## src/inc/ddrc_pkg.sv

```systemverilog
// Constants, pin layout, command and power state types for the DDR3
// command pin block.
// Assumes pins arrive as one packed vector laid out as below.
package ddrc_pkg;
   // ****************************************
   // Geometry
   // ****************************************
   localparam int BANKS = 8;
   localparam int BA_W = 3;
   localparam int ADDR_W = 14;
   localparam int COL_W = 10;
   localparam int DQ_W = 8;
   localparam int MR_CNT = 4;
   localparam int MR_SEL_W = 2;
   localparam logic [3:0] BURST_FULL = 4'h8;
   localparam logic [3:0] BURST_CHOP = 4'h4;

   // ****************************************
   // Address and mode register bit positions
   // ****************************************
   localparam int A_AP = 10;
   localparam int A_BC = 12;
   localparam int MR1_TDQS = 11;
   localparam int MR0_BL_LSB = 0;
   localparam logic [1:0] BL_FIX8 = 2'h0;
   localparam logic [1:0] BL_OTF = 2'h1;
   localparam logic [1:0] BL_FIX4 = 2'h2;
   localparam int MR1_RTT0 = 2;
   localparam int MR1_RTT1 = 6;
   localparam int MR1_RTT2 = 9;
   localparam int MR2_RTTW0 = 9;
   localparam int MR2_RTTW1 = 10;
   localparam int MR_IDX0 = 0;
   localparam int MR_IDX1 = 1;
   localparam int MR_IDX2 = 2;

   // ****************************************
   // Pin vector layout
   // ****************************************
   localparam int P_DQ = 0;
   localparam int P_DQSN = 8;
   localparam int P_DQS = 9;
   localparam int P_DM = 10;
   localparam int P_ODT = 11;
   localparam int P_ADDR = 12;
   localparam int P_BA = 26;
   localparam int P_WEN = 29;
   localparam int P_CASN = 30;
   localparam int P_RASN = 31;
   localparam int P_CSN = 32;
   localparam int P_CKE = 33;
   localparam int P_CKN = 34;
   localparam int P_CK = 35;
   localparam int PIN_W = 36;

   // ****************************************
   // Types
   // ****************************************
   typedef enum logic [3:0] {
      CMD_DESEL, CMD_NOP, CMD_MRS, CMD_REF, CMD_PRE,
      CMD_ACT, CMD_WR, CMD_RD, CMD_ZQ
   } ddrc_cmd_e;

   typedef enum logic [1:0] {
      PW_RUN, PW_PRE_PD, PW_ACT_PD, PW_SREF
   } ddrc_pwr_e;

   // Select plus RAS, CAS, WE, all active low
   function automatic ddrc_cmd_e ddrc_decode(input logic [3:0] c);
      ddrc_cmd_e r;
      r = CMD_NOP;
      if (c[3]) begin
         r = CMD_DESEL;
      end else begin
         case (c[2:0])
            3'h0: r = CMD_MRS;
            3'h1: r = CMD_REF;
            3'h2: r = CMD_PRE;
            3'h3: r = CMD_ACT;
            3'h4: r = CMD_WR;
            3'h5: r = CMD_RD;
            3'h6: r = CMD_ZQ;
            default: r = CMD_NOP;
         endcase
      end
      return r;
   endfunction : ddrc_decode
endpackage : ddrc_pkg

```

## src/logic/ddrc_burst_beat.sv

```systemverilog
// Beat counter for one read or write burst of eight or four beats.
// Assumes start and beat pulses come from logic on mclk.
module ddrc_burst_beat (
   input wire logic mclk, // Clock
   input wire logic rst, // Sync reset
   input wire logic resetN, // Async reset
   input wire logic start, // Open a burst
   input wire logic chop, // Four beats instead of eight
   input wire logic beat, // One beat passed
   output logic busy, // Burst in progress
   output logic last, // Final beat this cycle
   output logic [2:0] beatIdx // Current beat number
);
   typedef struct packed {
      logic busy;
      logic chop;
      logic [2:0] idx;
   } ddrc_beat_s;

   ddrc_beat_s s_q, s_d;
   logic [3:0] lenM1;

   // ****************************************
   // Counter
   // ****************************************
   always_comb begin
      s_d = s_q;
      lenM1 = (s_q.chop ? ddrc_pkg::BURST_CHOP : ddrc_pkg::BURST_FULL)
              - 4'h1;
      last = s_q.busy && beat && ({1'b0, s_q.idx} == lenM1);
      if (s_q.busy && beat) begin
         s_d.idx = s_q.idx + 3'h1;
      end
      if (last) begin
         s_d.busy = 1'b0;
      end
      if (start) begin
         s_d.busy = 1'b1;
         s_d.chop = chop;
         s_d.idx = 3'h0;
      end
      if (rst) begin
         s_d = '0;
      end
   end

   always_ff @(posedge mclk or negedge resetN) begin
      if (!resetN) begin
         s_q <= '0;
      end else begin
         s_q <= s_d;
      end
   end

   assign busy = s_q.busy;
   assign beatIdx = s_q.idx;
endmodule : ddrc_burst_beat

```

## src/logic/ddrc_cmd_pins.sv

```systemverilog
// Command, address and control pin logic of an eight bank DDR3 device.
// Assumes all pins are asynchronous to mclk, which runs much faster than
// the pin clock, and a controller that keeps its own obligations.
// Contract
// - sample inputs on CK rise, CK# fall
// - clocks, command buffers and output drivers run only with CKE high
// - CKE low picks precharge, active or self refresh
// - self refresh exit needs no clock edge
// - power down gates buffers except clock, termination, CKE
// - select high masks the command
// - command from select, RAS, CAS, WE
// - termination enable drives data, strobe, mask termination
// - termination ignored in self refresh or disabled
// - masked write beats are discarded
// - shared pin is mask or termination strobe
// - bank bits pick bank or mode register
// - address carries row, column or opcode
// - bit 10 requests auto precharge on access
// - bit 10 precharges one or all banks
// - bit 12 low chops the burst
// - reset is active low and asynchronous
// - reset discards all stored state
// - bursts are eight beats or four chopped
// - chop by bit 12 only when enabled
module ddrc_cmd_pins (
   input wire logic mclk, // Clock 50 MHz
   input wire logic rst, // Sync reset, high
   input wire logic resetN, // Device reset pin, low
   input wire logic ck, // Pin clock true
   input wire logic ckN, // Pin clock complement
   input wire logic cke, // Clock enable pin
   input wire logic csN, // Chip select pin
   input wire logic rasN, // Row strobe pin
   input wire logic casN, // Column strobe pin
   input wire logic weN, // Write enable pin
   input wire logic [2:0] ba, // Bank address pins
   input wire logic [13:0] addr, // Address pins
   input wire logic odt, // Termination enable pin
   input wire logic dm, // Data mask pin
   input wire logic dqs, // Data strobe true
   input wire logic dqsN, // Data strobe complement
   input wire logic [7:0] dq, // Data pins, input side
   output logic cmdValid, // Command taken, pulse
   output ddrc_pkg::ddrc_cmd_e cmdCode, // Command taken
   output logic [2:0] cmdBank, // Bank of command
   output logic [13:0] cmdAddr, // Address of command
   output logic wrValid, // Kept write beat, pulse
   output logic [7:0] wrData, // Write beat data
   output logic [2:0] wrBank, // Write beat bank
   output logic [9:0] wrCol, // Write beat column
   output logic rdValid, // Read beat slot, pulse
   output logic [7:0] openBanks, // Banks with a row open
   output ddrc_pkg::ddrc_pwr_e pwrState, // Power state
   output logic clkRun, // Internal clocks running
   output logic outDrvEn, // Output drivers enabled
   output logic cmdBufEn, // Command and address buffers
   output logic odtBufEn, // Termination enable buffer
   output logic ckBufEn, // Clock pair buffers
   output logic ckeBufEn, // Clock enable buffer
   output logic termDq, // Termination on DQ, DQS, mask pin
   output logic termTdqsN, // Termination on second strobe
   output logic maskMode, // Shared pin acts as mask
   output logic contentsValid // Low until first write after reset
);
   typedef struct packed {
      logic [ddrc_pkg::PIN_W-1:0] pin1;
      logic [ddrc_pkg::PIN_W-1:0] pin2;
      logic [ddrc_pkg::PIN_W-1:0] pinP;
      ddrc_pkg::ddrc_pwr_e pwr;
      logic [ddrc_pkg::BANKS-1:0] open;
      logic [ddrc_pkg::BANKS-1:0][ddrc_pkg::ADDR_W-1:0] row;
      logic [ddrc_pkg::MR_CNT-1:0][ddrc_pkg::ADDR_W-1:0] mr;
      logic wrBurst;
      logic rdBurst;
      logic [2:0] bBank;
      logic bAp;
      logic [9:0] bCol;
      logic cmdValid;
      ddrc_pkg::ddrc_cmd_e cmdCode;
      logic [2:0] cmdBank;
      logic [13:0] cmdAddr;
      logic wrValid;
      logic [7:0] wrData;
      logic [2:0] wrBank;
      logic [9:0] wrCol;
      logic rdValid;
      logic odtOn;
      logic kept;
   } ddrc_state_s;

   // Every field starts at zero: banks closed, mode registers cleared
   localparam ddrc_state_s ST_RST = '0;

   ddrc_state_s s_q, s_d;
   logic [ddrc_pkg::PIN_W-1:0] pins, p, pp;
   logic ckEdge, ckAny, dqsEdge, keS, beat, last, busy, chop, start;
   logic odtAllowed, dmEn;
   logic [2:0] baS, beatIdx;
   logic [13:0] adS;
   logic [13:0] mr0, mr1, mr2;
   ddrc_pkg::ddrc_cmd_e cmd;

   assign pins = {ck, ckN, cke, csN, rasN, casN, weN, ba, addr,
                  odt, dm, dqs, dqsN, dq};

   // ****************************************
   // Burst chop selection
   // ****************************************
   function automatic logic ddrc_chop(input logic [1:0] bl,
                                      input logic a12);
      logic r;
      r = 1'b0;
      case (bl)
         ddrc_pkg::BL_OTF: r = !a12;
         ddrc_pkg::BL_FIX4: r = 1'b1;
         default: r = 1'b0;
      endcase
      return r;
   endfunction : ddrc_chop

   // ****************************************
   // Next state
   // ****************************************
   always_comb begin
      s_d = s_q;
      // Two stage synchroniser, third stage only for edge detection
      s_d.pin1 = pins;
      s_d.pin2 = s_q.pin1;
      s_d.pinP = s_q.pin2;
      p = s_q.pin2;
      pp = s_q.pinP;
      s_d.cmdValid = 1'b0;
      s_d.wrValid = 1'b0;
      s_d.rdValid = 1'b0;
      start = 1'b0;
      chop = 1'b0;
      mr0 = s_q.mr[ddrc_pkg::MR_IDX0];
      mr1 = s_q.mr[ddrc_pkg::MR_IDX1];
      mr2 = s_q.mr[ddrc_pkg::MR_IDX2];
      // Both edges seen together; a skewed pair waits for the next one
      ckEdge = p[ddrc_pkg::P_CK] && !pp[ddrc_pkg::P_CK]
               && !p[ddrc_pkg::P_CKN] && pp[ddrc_pkg::P_CKN];
      ckAny = p[ddrc_pkg::P_CK] != pp[ddrc_pkg::P_CK];
      dqsEdge = (p[ddrc_pkg::P_DQS] != pp[ddrc_pkg::P_DQS])
                && (p[ddrc_pkg::P_DQS] != p[ddrc_pkg::P_DQSN]);
      keS = p[ddrc_pkg::P_CKE];
      baS = p[ddrc_pkg::P_BA +: ddrc_pkg::BA_W];
      adS = p[ddrc_pkg::P_ADDR +: ddrc_pkg::ADDR_W];
      cmd = ddrc_pkg::ddrc_decode({p[ddrc_pkg::P_CSN],
                                   p[ddrc_pkg::P_RASN],
                                   p[ddrc_pkg::P_CASN],
                                   p[ddrc_pkg::P_WEN]});
      dmEn = !mr1[ddrc_pkg::MR1_TDQS];
      odtAllowed = mr1[ddrc_pkg::MR1_RTT0] || mr1[ddrc_pkg::MR1_RTT1]
                   || mr1[ddrc_pkg::MR1_RTT2] || mr2[ddrc_pkg::MR2_RTTW0]
                   || mr2[ddrc_pkg::MR2_RTTW1];

      // Beats advance on strobe edges for writes, clock edges for reads
      beat = (s_q.wrBurst && dqsEdge) || (s_q.rdBurst && ckAny);
      if (s_q.wrBurst && dqsEdge && !(dmEn && p[ddrc_pkg::P_DM])) begin
         s_d.wrValid = 1'b1;
         s_d.wrData = p[ddrc_pkg::P_DQ +: ddrc_pkg::DQ_W];
         s_d.wrBank = s_q.bBank;
         s_d.wrCol = s_q.bCol + {7'h00, beatIdx};
         s_d.kept = 1'b1;
      end
      if (s_q.rdBurst && ckAny) begin
         s_d.rdValid = 1'b1;
      end
      if (last) begin
         s_d.wrBurst = 1'b0;
         s_d.rdBurst = 1'b0;
         if (s_q.bAp) begin
            s_d.open[s_q.bBank] = 1'b0;
         end
      end

      case (s_q.pwr)
         ddrc_pkg::PW_RUN: begin
            if (ckEdge && !keS) begin
               if (cmd == ddrc_pkg::CMD_REF && s_q.open == '0) begin
                  s_d.pwr = ddrc_pkg::PW_SREF;
               end else if (s_q.open == '0) begin
                  s_d.pwr = ddrc_pkg::PW_PRE_PD;
               end else begin
                  s_d.pwr = ddrc_pkg::PW_ACT_PD;
               end
            end else if (ckEdge && cmd != ddrc_pkg::CMD_DESEL) begin
               s_d.cmdValid = 1'b1;
               s_d.cmdCode = cmd;
               s_d.cmdBank = baS;
               s_d.cmdAddr = adS;
               case (cmd)
                  ddrc_pkg::CMD_MRS: begin
                     s_d.mr[baS[ddrc_pkg::MR_SEL_W-1:0]] = adS;
                  end
                  ddrc_pkg::CMD_ACT: begin
                     s_d.open[baS] = 1'b1;
                     s_d.row[baS] = adS;
                  end
                  ddrc_pkg::CMD_PRE: begin
                     if (adS[ddrc_pkg::A_AP]) begin
                        s_d.open = '0;
                     end else begin
                        s_d.open[baS] = 1'b0;
                     end
                  end
                  ddrc_pkg::CMD_WR, ddrc_pkg::CMD_RD: begin
                     // A closed bank or a busy burst drops the access
                     if (s_q.open[baS] && !busy) begin
                        start = 1'b1;
                        chop = ddrc_chop(mr0[ddrc_pkg::MR0_BL_LSB +: 2],
                                         adS[ddrc_pkg::A_BC]);
                        s_d.wrBurst = cmd == ddrc_pkg::CMD_WR;
                        s_d.rdBurst = cmd == ddrc_pkg::CMD_RD;
                        s_d.bBank = baS;
                        s_d.bAp = adS[ddrc_pkg::A_AP];
                        s_d.bCol = adS[ddrc_pkg::COL_W-1:0];
                     end
                  end
                  default: begin
                  end
               endcase
            end
         end
         ddrc_pkg::PW_PRE_PD, ddrc_pkg::PW_ACT_PD: begin
            if (ckEdge && keS) begin
               s_d.pwr = ddrc_pkg::PW_RUN;
            end
         end
         ddrc_pkg::PW_SREF: begin
            if (keS) begin
               s_d.pwr = ddrc_pkg::PW_RUN;
            end
         end
         default: s_d.pwr = ddrc_pkg::PW_RUN;
      endcase

      // Termination sampled on the clock, forced off when not usable
      if (ckEdge) begin
         s_d.odtOn = p[ddrc_pkg::P_ODT];
      end
      if (s_q.pwr == ddrc_pkg::PW_SREF || !odtAllowed) begin
         s_d.odtOn = 1'b0;
      end
      if (rst) begin
         s_d = ST_RST;
      end
   end

   // Pin reset clears everything, stored data is not trusted after it
   always_ff @(posedge mclk or negedge resetN) begin
      if (!resetN) begin
         s_q <= ST_RST;
      end else begin
         s_q <= s_d;
      end
   end

   ddrc_burst_beat u_beat (
      .mclk(mclk),
      .rst(rst),
      .resetN(resetN),
      .start(start),
      .chop(chop),
      .beat(beat),
      .busy(busy),
      .last(last),
      .beatIdx(beatIdx)
   );

   // ****************************************
   // Outputs
   // ****************************************
   assign cmdValid = s_q.cmdValid;
   assign cmdCode = s_q.cmdCode;
   assign cmdBank = s_q.cmdBank;
   assign cmdAddr = s_q.cmdAddr;
   assign wrValid = s_q.wrValid;
   assign wrData = s_q.wrData;
   assign wrBank = s_q.wrBank;
   assign wrCol = s_q.wrCol;
   assign rdValid = s_q.rdValid;
   assign openBanks = s_q.open;
   assign pwrState = s_q.pwr;
   assign clkRun = s_q.pwr == ddrc_pkg::PW_RUN;
   assign outDrvEn = s_q.pwr == ddrc_pkg::PW_RUN;
   assign cmdBufEn = s_q.pwr == ddrc_pkg::PW_RUN;
   assign odtBufEn = s_q.pwr != ddrc_pkg::PW_SREF;
   assign ckBufEn = s_q.pwr != ddrc_pkg::PW_SREF;
   assign ckeBufEn = 1'b1;
   assign termDq = s_q.odtOn;
   assign termTdqsN = s_q.odtOn && !dmEn;
   assign maskMode = dmEn;
   assign contentsValid = s_q.kept;
endmodule : ddrc_cmd_pins

```

## config.mk

```make
export PLATFORM = sky130hd
export DESIGN_NAME = ddrc_cmd_pins
export DESIGN_NICKNAME = d
export VERILOG_FILES = /design/src/inc/ddrc_pkg.sv /design/src/logic/ddrc_burst_beat.sv /design/src/logic/ddrc_cmd_pins.sv
export SDC_FILE = /design/constraint.sdc
export NUM_CORES = 1
export LEC_CHECK = 0
export ABC_AREA = 1
export BUFFER_PORTS_ARGS = -buffer_cell sky130_fd_sc_hd__buf_2
export CORE_MARGIN = 3
export CORE_UTILIZATION = 55
export CTS_CLUSTER_SIZE = 12
export DETAILED_ROUTE_END_ITERATION = 16
export PLACE_DENSITY = 0.77
export SETUP_SLACK_MARGIN = 0.5
export SYNTH_ARGS = -nofsm -noshare
export SYNTH_HDL_FRONTEND = slang
export SYNTH_HIERARCHICAL = 1
export SYNTH_SLANG_ARGS = --single-unit
```

## constraint.sdc

```tcl
create_clock -name mclk -period 2.5 [get_ports mclk]
set_input_delay 0.375 -clock mclk [delete_from_list [all_inputs] [get_ports mclk]]
set_output_delay 0.375 -clock mclk [all_outputs]
set_load 0.1 [all_outputs]
```

# After elaboration in Yosys (flattened, before gate mapping)
# Index checks and enable logic that the tools add are counted.
[classes]
muxes = 54
eq_ne = 26
multipliers = 0
shift = 0
div_mod_pow = 0
n_lt_le_gt_ge = 6
n_reduce_logical = 55
add_sub_neg = 3
n_bitwise = 5
[op_table]
columns = ["cell", "count"]
rows = [
  ["$mux 214", 3],
  ["$mux 349", 1],
  ["$bwmux 112", 1],
  ["$mux 112", 1],
  ["$bwmux 56", 1],
  ["$mux 56", 1],
  ["$demux 14 s3", 1],
  ["$mux 16", 2],
  ["$demux 14 s2", 1],
  ["$mux 14", 2],
  ["$pmux 4 s7", 1],
  ["$mux 8", 3],
  ["$mux 22", 1],
  ["$logic_and 1x1->1", 19],
  ["$mux 1", 18],
  ["$and 8x8->8", 2],
  ["$eq 4x3->1 const B", 4],
  ["$not 8->8", 2],
  ["$pmux 8 s2", 1],
  ["$reduce_bool 2->1", 8],
  ["$mux 2", 6],
  ["$add 10x3->10", 1],
  ["$mux 5", 2],
  ["$eq 3x3->1 const B", 3],
  ["34 further kinds", 64],
]
[word_totals]
inputBits = 39
register_bits = 354
latch_bits = 0
mem_bits_ro = 0
output_inout_bits = 65
word_cells = 185
mem_count = 0
ram_bits = 0

# Longest topological paths before layout
# Gate-level depths: netlist of run 1.
[logic_depth]
ltp_word = 15
ltp_mapped = 16
depth_no_buf = 15

# By module
# The synthesis of run 1 kept the hierarchy.
[modules_own_cells]
columns = ["module", "seq_area_each_um2", "instances", "area_each_um2", "cells_per_inst"]
rows = [
  ["ddrc_cmd_pins", 3903.7, 1, 7318.3, 842],
  ["ddrc_burst_beat", 125.1, 1, 299.0, 41],
]

# Worst setup path after synthesis of run 1
# Ideal clock, no wire load.
[synth_path]
path_type = "register -> register"
start = "reg s_q, in the netlist pwrState[0]"
end = "reg s_q[60] (netlist name)"
setup_time_ns = 0.065
arrival_time_ns = 2.319
period_less_slack_ns = 2.384
stages_incl_launch_ff = 10
path_slack_ns = 0.116
path_buffers = 1
required_time_ns = 2.435
cell_sequence = "dfrtp_1 inv_1 ha_1 inv_1 nor2_1 nand2_4 inv_4 buf_4 nand3_1 nand2_1"
[synth_via]
elab_chain_len = 3
[synth_rtl]
columns = ["element", "line_no", "rtl"]
rows = [
  ["start: declaration", "ddrc_cmd_pins.sv:94", "ddrc_state_s s_q, s_d;"],
  ["start signal: assignment", "ddrc_cmd_pins.sv:254", "s_q <= ST_RST;"],
  ["start signal: assignment", "ddrc_cmd_pins.sv:256", "s_q <= s_d;"],
  ["$logic_not 2->1", "--", ""],
  ["via clkRun", "ddrc_cmd_pins.sv:54", "output logic clkRun,"],
  ["$reduce_bool 2->1 (no source line)", "--", ""],
  ["$reduce_and 5->1 (no source line)", "--", ""],
]
# The timed path passes the listed nets, and every way through them passes these cells.
# A chain may end at the register's enable or synchronous reset.

# Worst setup path in the final report of run 1
[layout_path]
start = "reg s_q, in the netlist p[31]"
end = "reg u_beat.s_q, in the netlist u_beat/beatIdx[0]"
[layout_via]
elab_chain_len = 11
elab_cells_between_ends = 21
cone_classes = "eq/ne: 8; mux: 8; reduce/logical: 5"
[layout_rtl]
columns = ["element", "line_no", "rtl"]
rows = [
  ["$eq 3x3->1 (tied with other cells)", "ddrc_pkg.sv:75", "case (c[2:0])"],
  ["$pmux 4 s7 *", "ddrc_pkg.sv:75", ""],
  ["$mux 4 *", "ddrc_pkg.sv:72", "if (c[3]) begin"],
  ["$eq 4x3->1", "ddrc_cmd_pins.sv:193", "case (cmd)"],
  ["$reduce_or 2->1", "ddrc_cmd_pins.sv:193", ""],
  ["$mux 1", "ddrc_cmd_pins.sv:193", ""],
  ["$mux 1 *", "ddrc_cmd_pins.sv:188", "end else if (ckEdge && cmd != ddrc_pkg::CMD_DESEL) begin"],
  ["$mux 1 *", "ddrc_cmd_pins.sv:180", "if (ckEdge && !keS) begin"],
  ["$mux 1 *", "ddrc_cmd_pins.sv:178", "case (s_q.pwr)"],
  ["via start", "ddrc_cmd_pins.sv:96", "logic ckEdge, ckAny, dqsEdge, keS, beat, last, busy, chop, start;"],
  ["$mux 5", "ddrc_burst_beat.sv:37", "if (start) begin"],
  ["$mux 5", "ddrc_burst_beat.sv:42", "if (rst) begin"],
  ["end signal: assignment", "ddrc_burst_beat.sv:49", "s_q <= '0;"],
  ["end signal: assignment", "ddrc_burst_beat.sv:51", "s_q <= s_d;"],
  ["end: declaration", "ddrc_burst_beat.sv:20", "ddrc_beat_s s_q, s_d;"],
]
# The timed path passes the listed nets; every way through them passes the cells marked *. The select of a mux whose other input is x is not followed.

==> flow_metrics.py, run 1 <==
metrics = {
    "routing": {
        "vias": 5621,
        "vias_per_cell": 4.94,
        "routed_wl_mm": 16.1,
        "m1WireLength_mm": 6.98,
        "met3_length_mm": 1.03,
        "drc_errors": 0,
        "firstDrtPassIters": 5,
        "met2_length_mm": 7.69,
        "first_iter_violations": 493,
        "top_layer": "met4",
        "wl_per_cell_microns": 14.2,
        "final_antenna_net_count": 0,
    },
    "sta": {
        "max_freq_mhz": 515,
        "slew_headroom": 0.524,
        "drv_slew": 0,
        "setup_tns_ps": 0,
        "fin_worst_skew_ps": 7.58,
        "fin_crit_sh": 0.777,
        "rsz0062_at_grt": "yes",
        "hold_violations": 0,
        "worst-slew-pin-transition_ps": 706,
        "fin_crit_ps": 1940,
        "setup_viol": 0,
    },
    "power_and_ir_drop": {
        "finalPower_uw": 6260,
        "powerDensity_nw_per_um2": 707,
        "ir_drop_uv": 538,
        "p_leak_uw": 0.00486,
    },
    "synth": {
        "synth_seq_cells": 161,
        "ys_top_cells_by_count": "nand2_1, dfrtp_1, inv_1, nor2_1, nand3_1",
        "yosysTopAreaCellShare": 0.529,
        "syn_nets": 935,
        "yosysUniqueCellTypes": 40,
        "synth_enable_flop_cells": 0,
        "synthArstFlopShare": 1.00,
        "synth_warnings": 6,
        "yosysTopAreaCell": "dfrtp_1",
        "syn_inst": 883,
        "ys_dominant_reg_cell": "dfrtp_1",
        "postSynthAreaPerCell_sq_um": 8.63,
        "yosysSeqAreaShare": 0.529,
        "netlist_area_sq_um": 7620,
        "yosysMostFrequentCell": "nand2_1",
        "yosys-top-cells-area": "dfrtp_1, nand2_1, inv_1",
    },
    "run_status": {
        "outcome": "complete, no violations",
    },
    "hold_path": {
        "worstHoldEndpoint": "s_q[341]",
        "hold_path.class": "input pin to flip-flop",
        "hp-start": "ba[2]",
        "whs_path_depth": 3,
    },
    "critical_path": {
        "r2r-start": "p[31]",
        "cp-start-kind": "flip-flop",
        "crit_start": "p[31]",
        "worstSetupPathType": "flip-flop to flip-flop",
        "endpoint_kind": "flip-flop",
        "reg2reg_to": "u_beat/beatIdx[0]",
        "r2r_cells": 15,
        "max_stage_delay_ps": 390,
        "cp_num_buf_inv": 6,
        "critPathRequiredTime_ps": 2810,
        "r2r_slack_ps": 560,
        "critPathTopFamily": "simple AND/OR/NAND/NOR gates",
        "cp_max_fo": 5,
        "arrival_ps": 2250,
        "crit_path_cell_trace": "inv_1, ha_1, nand2_2, inv_2, nand2_1, inv_1, nand2_2, inv_2, nand4_4, inv_4, nor2_4, nand2_1, inv_1, nand2_1, o21ai_1",
        "cp_slowest_cell": "dfrtp_1",
    },
    "clocking": {
        "cts-htree-levels": 4,
        "clock_sinks": 161,
        "root_buffer": "clkbuf_16",
        "numCtsBuffers": 17,
        "clkTransAtPathRegs_ps": 60,
        "clock_path_buffers": 2,
        "cts_tree": "done",
        "clock_latency_ps": 420,
    },
    "placement": {
        "io_buffers": 102,
        "hpwl_mm": 10.5,
        "dp_cells": 1084,
        "finalWeightedCongestion": 0.905,
    },
    "global_routing": {
        "grt_pass1_wl_mm": 25.6,
        "grt.total_usage": 0.219,
        "antenna_found_initial": 0,
        "grt-ovfl-total": 0,
        "grt_pass1_vias": 5281,
        "grt_start_max_net_pins": 77,
    },
    "cells_and_area": {
        "fin_cells": 1138,
        "fin_util": 0.661,
        "areaGrowthSynthToFinish_pct": 16.3,
        "diodes": 0,
        "fin_nets": 1001,
        "drive_gt1_frac": 0.239,
    },
    "floorplan": {
        "start_util": 0.568,
        "core_area_sq_um": 13400,
        "die-area_sq_um": 15300,
        "dieHeight_microns": 124,
        "die_w_microns": 124,
        "rows": 42,
        "ios": 104,
    },
    "flow_run": {
        "max_cap_violations": 0,
    },
}
[worst register-to-register path, cell delays in order, from the launching register on]
cell	delay, ps
dfrtp_1	390
inv_1	60
ha_1	280
nand2_2	80
inv_2	90
nand2_1	110
inv_1	120
nand2_2	90
inv_2	90
nand4_4	140
inv_4	110
nor2_4	40
nand2_1	60
inv_1	50
nand2_1	50
o21ai_1	60
[how the worst max path moves through the flow]
stage,endpoint,slack (ps),depth (start not counted)
floorplan,s_q[60],510,9
global placement,openBanks[2],320,11
detailed placement,openBanks[2],280,11
CTS,outDrvEn,370,3
global route,pwrState[1],420,8
finish,u_beat/beatIdx[0],560,15
[area by class of cell]
cell class / instances / area, sq um
flip-flops and latches: 161 / 4030
clock inverters: 13 / 208
well taps: 176 / 220
fillers: 1040 / 4540
multi-input cells: 494 / 2590
repair buffers: 131 / 791
inverters: 144 / 569
clock buffers: 19 / 443
[report_power, final]
group	switching (uW)	internal (uW)	total, uW
registers	34.2	2670	2700
clock network	1030	1800	2830
logic	552	176	728
[state kept, by name, indices dropped and copies added, names as in the netlist, 2 cells and up]
register        cells
cmdAddr            14
cmdBank             3
cmdCode             4
mr0                 2
mr1                 4
mr2                 2
openBanks           8
p                  36
pp                  3
pwrState            2
s_q                52
u_beat/beatIdx      3
wrBank              3
wrCol              10
wrData              8
[placed cells by master, fill, tap and decap left out, types with 9 or more instances in the layout]
master,synthesis,final
nor2_1,125,124
a21oi_1,10,9
nand3_2,11,11
buf_2,6,96
nand3_1,78,77
nand2_1,172,165
clkbuf_16,0,17
ha_1,12,10
o21ai_1,30,30
buf_4,61,27
inv_1,135,130
dfrtp_1,161,158
nand2_2,3,9
[layer usage]
layer / track usage / vias up
li1: - / 2773
met1: 0.291 / 2629
met2: 0.346 / 190
met3: 0.0536 / 29
met4: 0.0879 / 0
met5: 0 / -
[kinds of logic after synthesis]
family / share of synthesized area
DFF: 0.529
AOI/OAI and AO/OA: 0.0393
other: 0.000492
adders and majority gates: 0.0223
buffers and inverters: 0.152
and+or+nand+nor: 0.255
xor gates and xnor gates: 0.00230
[metrics by stage]
stage | instance area [sq um] | worst slack, ps | hold slack [ps]
after global routing | 8860 | 418 | 142
final | 8860 | 559 | 150
after floorplan | 7620 | 510 | 79.4
after detailed placement | 7840 | 277 | 342
after CTS | 8650 | 371 | 134
after global placement | 7840 | 324 | 341
[timing repair]
action | 4_1_cts | 5_1_grt
endpoints found under the hold margin | 47 | 0
endpoints found under the setup margin | 48 | 69
cloned | 1 | 2
pin swaps | 3 | 9
gates resized for setup | 18 | 29
buffers inserted | 5 | 13
hold buffers | 1 | 0
Note: power is estimated with default switching activity, not from simulation.
==> run 2, diff against run 1 <==
==> constraint.sdc (replaced) <==
create_clock -name mclk -period 1.9 [get_ports mclk]
set_input_delay 0.285 -clock mclk [delete_from_list [all_inputs] [get_ports mclk]]
set_output_delay 0.285 -clock mclk [all_outputs]
set_load 0.1 [all_outputs]
==> run 2 against run 1 <==
The flow now finishes with violations (setup timing). Sequential share of layout area decreased by 7.6 points. Wire length is 47% higher. Critical path depth down 1. Count of clock-buffer cells in the layout is 1 lower. Flip-flop and latch count stayed put. Final cell count rose by 6.5%. Register-to-register slack got worse by 670 ps. Fmax decreased by 3.3%. Largest power group unchanged. Highest routed layer unchanged.
==> flow_metrics.py, run 2 (same netlist as run 1, synthesis figures left out) <==
metrics = {
    "routing": {
        "vias": 6711,
        "routed_wl_mm": 23.7,
        "final_antenna_net_count": 0,
        "wl_per_cell_microns": 19.5,
        "drc_errors": 0,
        "first_iter_violations": 760,
        "firstDrtPassIters": 8,
        "vias_per_cell": 5.54,
    },
    "clocking": {
        "numCtsBuffers": 17,
        "clock_path_buffers": 2,
        "root_buffer": "clkbuf_16",
        "clock_sinks": 161,
        "cts_tree": "done",
        "clock_latency_ps": 440,
        "clkTransAtPathRegs_ps": 70,
        "cts-htree-levels": 4,
    },
    "sta": {
        "hold_violations": 0,
        "max_freq_mhz": 498,
        "fin_crit_ps": 2010,
        "setup_viol": 26,
        "fin_worst_skew_ps": 8.11,
        "slew_headroom": 0.449,
        "worst-slew-pin-transition_ps": 825,
        "setup_slack_ps": -107,
        "rsz0062_at_grt": "yes",
        "fin_crit_sh": 1.06,
        "drv_slew": 0,
    },
    "global_routing": {
        "antenna_found_initial": 0,
        "grt_pass1_vias": 6126,
        "grt_pass1_wl_mm": 30.4,
        "grt.total_usage": 0.262,
        "grt-ovfl-total": 0,
        "grt_start_max_net_pins": 60,
    },
    "floorplan": {
        "dieHeight_microns": 124,
        "core_area_sq_um": 13400,
        "die_w_microns": 124,
        "ios": 104,
        "die-area_sq_um": 15300,
        "rows": 42,
        "start_util": 0.568,
    },
    "critical_path": {
        "reg2reg_to": "s_q[51]",
        "cp-start-kind": "flip-flop",
        "r2r_slack_ps": -110,
        "worstSetupPathType": "flip-flop to flip-flop",
        "endpoint_kind": "flip-flop",
        "cp_max_fo": 8,
        "critPathRequiredTime_ps": 2220,
        "r2r-start": "p[31]",
        "arrival_ps": 2330,
        "r2r_cells": 14,
    },
    "placement": {
        "finalWeightedCongestion": 0.856,
        "hpwl_mm": 10.7,
        "dp_cells": 1104,
        "io_buffers": 102,
        "dpl_cell_area_sq_um": 8140,
    },
    "cells_and_area": {
        "drive_gt1_frac": 0.418,
        "fin_nets": 1075,
        "fin_cells": 1212,
        "largest_reg_flops": 52,
        "stdcell_area_sq_um": 10700,
        "largest-register": "s_q",
        "diodes": 0,
        "areaGrowthSynthToFinish_pct": 40.0,
        "final_common_cell": "dfrtp_1",
        "mostFrequentLayoutCells": "dfrtp_1, nand2_1, inv_1, nor2_1, buf_4",
    },
    "run_status": {
        "outcome": "finished with violations",
        "violations": "setup timing",
    },
    "hold_path": {
        "worstHoldEndpoint": "s_q[320]",
        "hold_path.class": "input pin to flip-flop",
        "hp-start": "dq[7]",
        "whs_path_depth": 3,
    },
    "power_and_ir_drop": {
        "powerDensity_nw_per_um2": 799,
        "p_leak_uw": 0.00544,
        "ir_drop_uv": 1020,
    },
    "flow_run": {
        "max_cap_violations": 0,
    },
}
-- run 2: cell types whose count changed in the layout (fill, tap and decap cells not counted), sizes merged --
cell      before  now
buf          128  201
nand3         90   91
bufinv         5    3
inv          144  148
clkinvlp       2    7
clkbuf        21   18
nand2        179  177
clkinv         6    4
-- run 2: where the power goes --
part | internal, uW | leakage (uW) | switching (uW)
clock network | 2090 | 0.000285 | 1500
logic | 479 | 0.00298 | 890
registers | 3510 | 0.00218 | 57.2
total | 6080 | 0.00544 | 2440
-- run 2: how the worst max path moves through the flow --
stage | startpoint | to | slack, ps | cells after the start
3_5_place_dp | p[30] | mr1[11] | -40 | 11
3_3_place_gp | p[35] | openBanks[7] | -10 | 11
5_1_grt | p[31] | s_q[48] | -200 | 13
4_1_cts | p[30] | u_beat/beatIdx[1] | 130 | 15
2_1_floorplan | p[30] | u_beat/beatIdx[0] | 70 | 16
6_report | p[31] | s_q[51] | -110 | 14
-- run 2: area by class of cell --
class / count / area, sq um
sequential: 161 / 4040
clock inverter: 14 / 180
timing repair inverter: 4 / 30.0
fill: 750 / 2740
inverter: 144 / 599
multi-input combinational: 493 / 3210
clock buffer: 18 / 429
tap: 176 / 220
timing repair buffer: 202 / 1960
-- run 2: stage by stage --
stage | hold slack, ps | setup TNS (ps) | util | setup slack, ps | power (uW)
floorplan | -10.6 | 0 | - | 72.5 | 4310
global placement | 161 | -19.4 | 0.608 | -12.2 | 4500
detailed placement | 162 | -201 | 0.608 | -38.1 | 4510
CTS | 35.7 | 0 | 0.734 | 134 | 8350
global route | 41.0 | -5970 | 0.796 | -201 | 8770
finish | 42.7 | -1420 | 0.796 | -107 | 8520
-- run 2: layer usage --
metal | vias to the layer above | wire length [microns] | global-route usage
met2 | 448 | 12000 | 0.446
li1 | 2927 | - | -
met3 | 149 | 2000 | 0.0672
met1 | 3187 | 7980 | 0.308
met5 | - | 0 | 0
met4 | 0 | 1650 | 0.133
-- run 2: critical path, cell delays in order, from the launching register on --
cell and delay, ps:
dfrtp_1 420, buf_6 140, ha_4 150, inv_4 60, nand2_4 60, nand3_4 90
nand2_4 60, nor2_4 150, nor2_8 90, buf_12 130, nand2_8 120, buf_4 170
inv_6 50, nand3_1 100, nand2_1 80
-- run 2: what timing repair did --
| action | CTS | global route |
|---|---|---|
| resized for setup | 206 | 159 |
| setup endpoints to repair | 145 | 126 |
| cloned | 7 | 0 |
| pin swaps | 48 | 64 |
| hold endpoints to repair | 22 | 0 |
| hold buffers | 1 | 0 |
| buffers inserted | 40 | 28 |
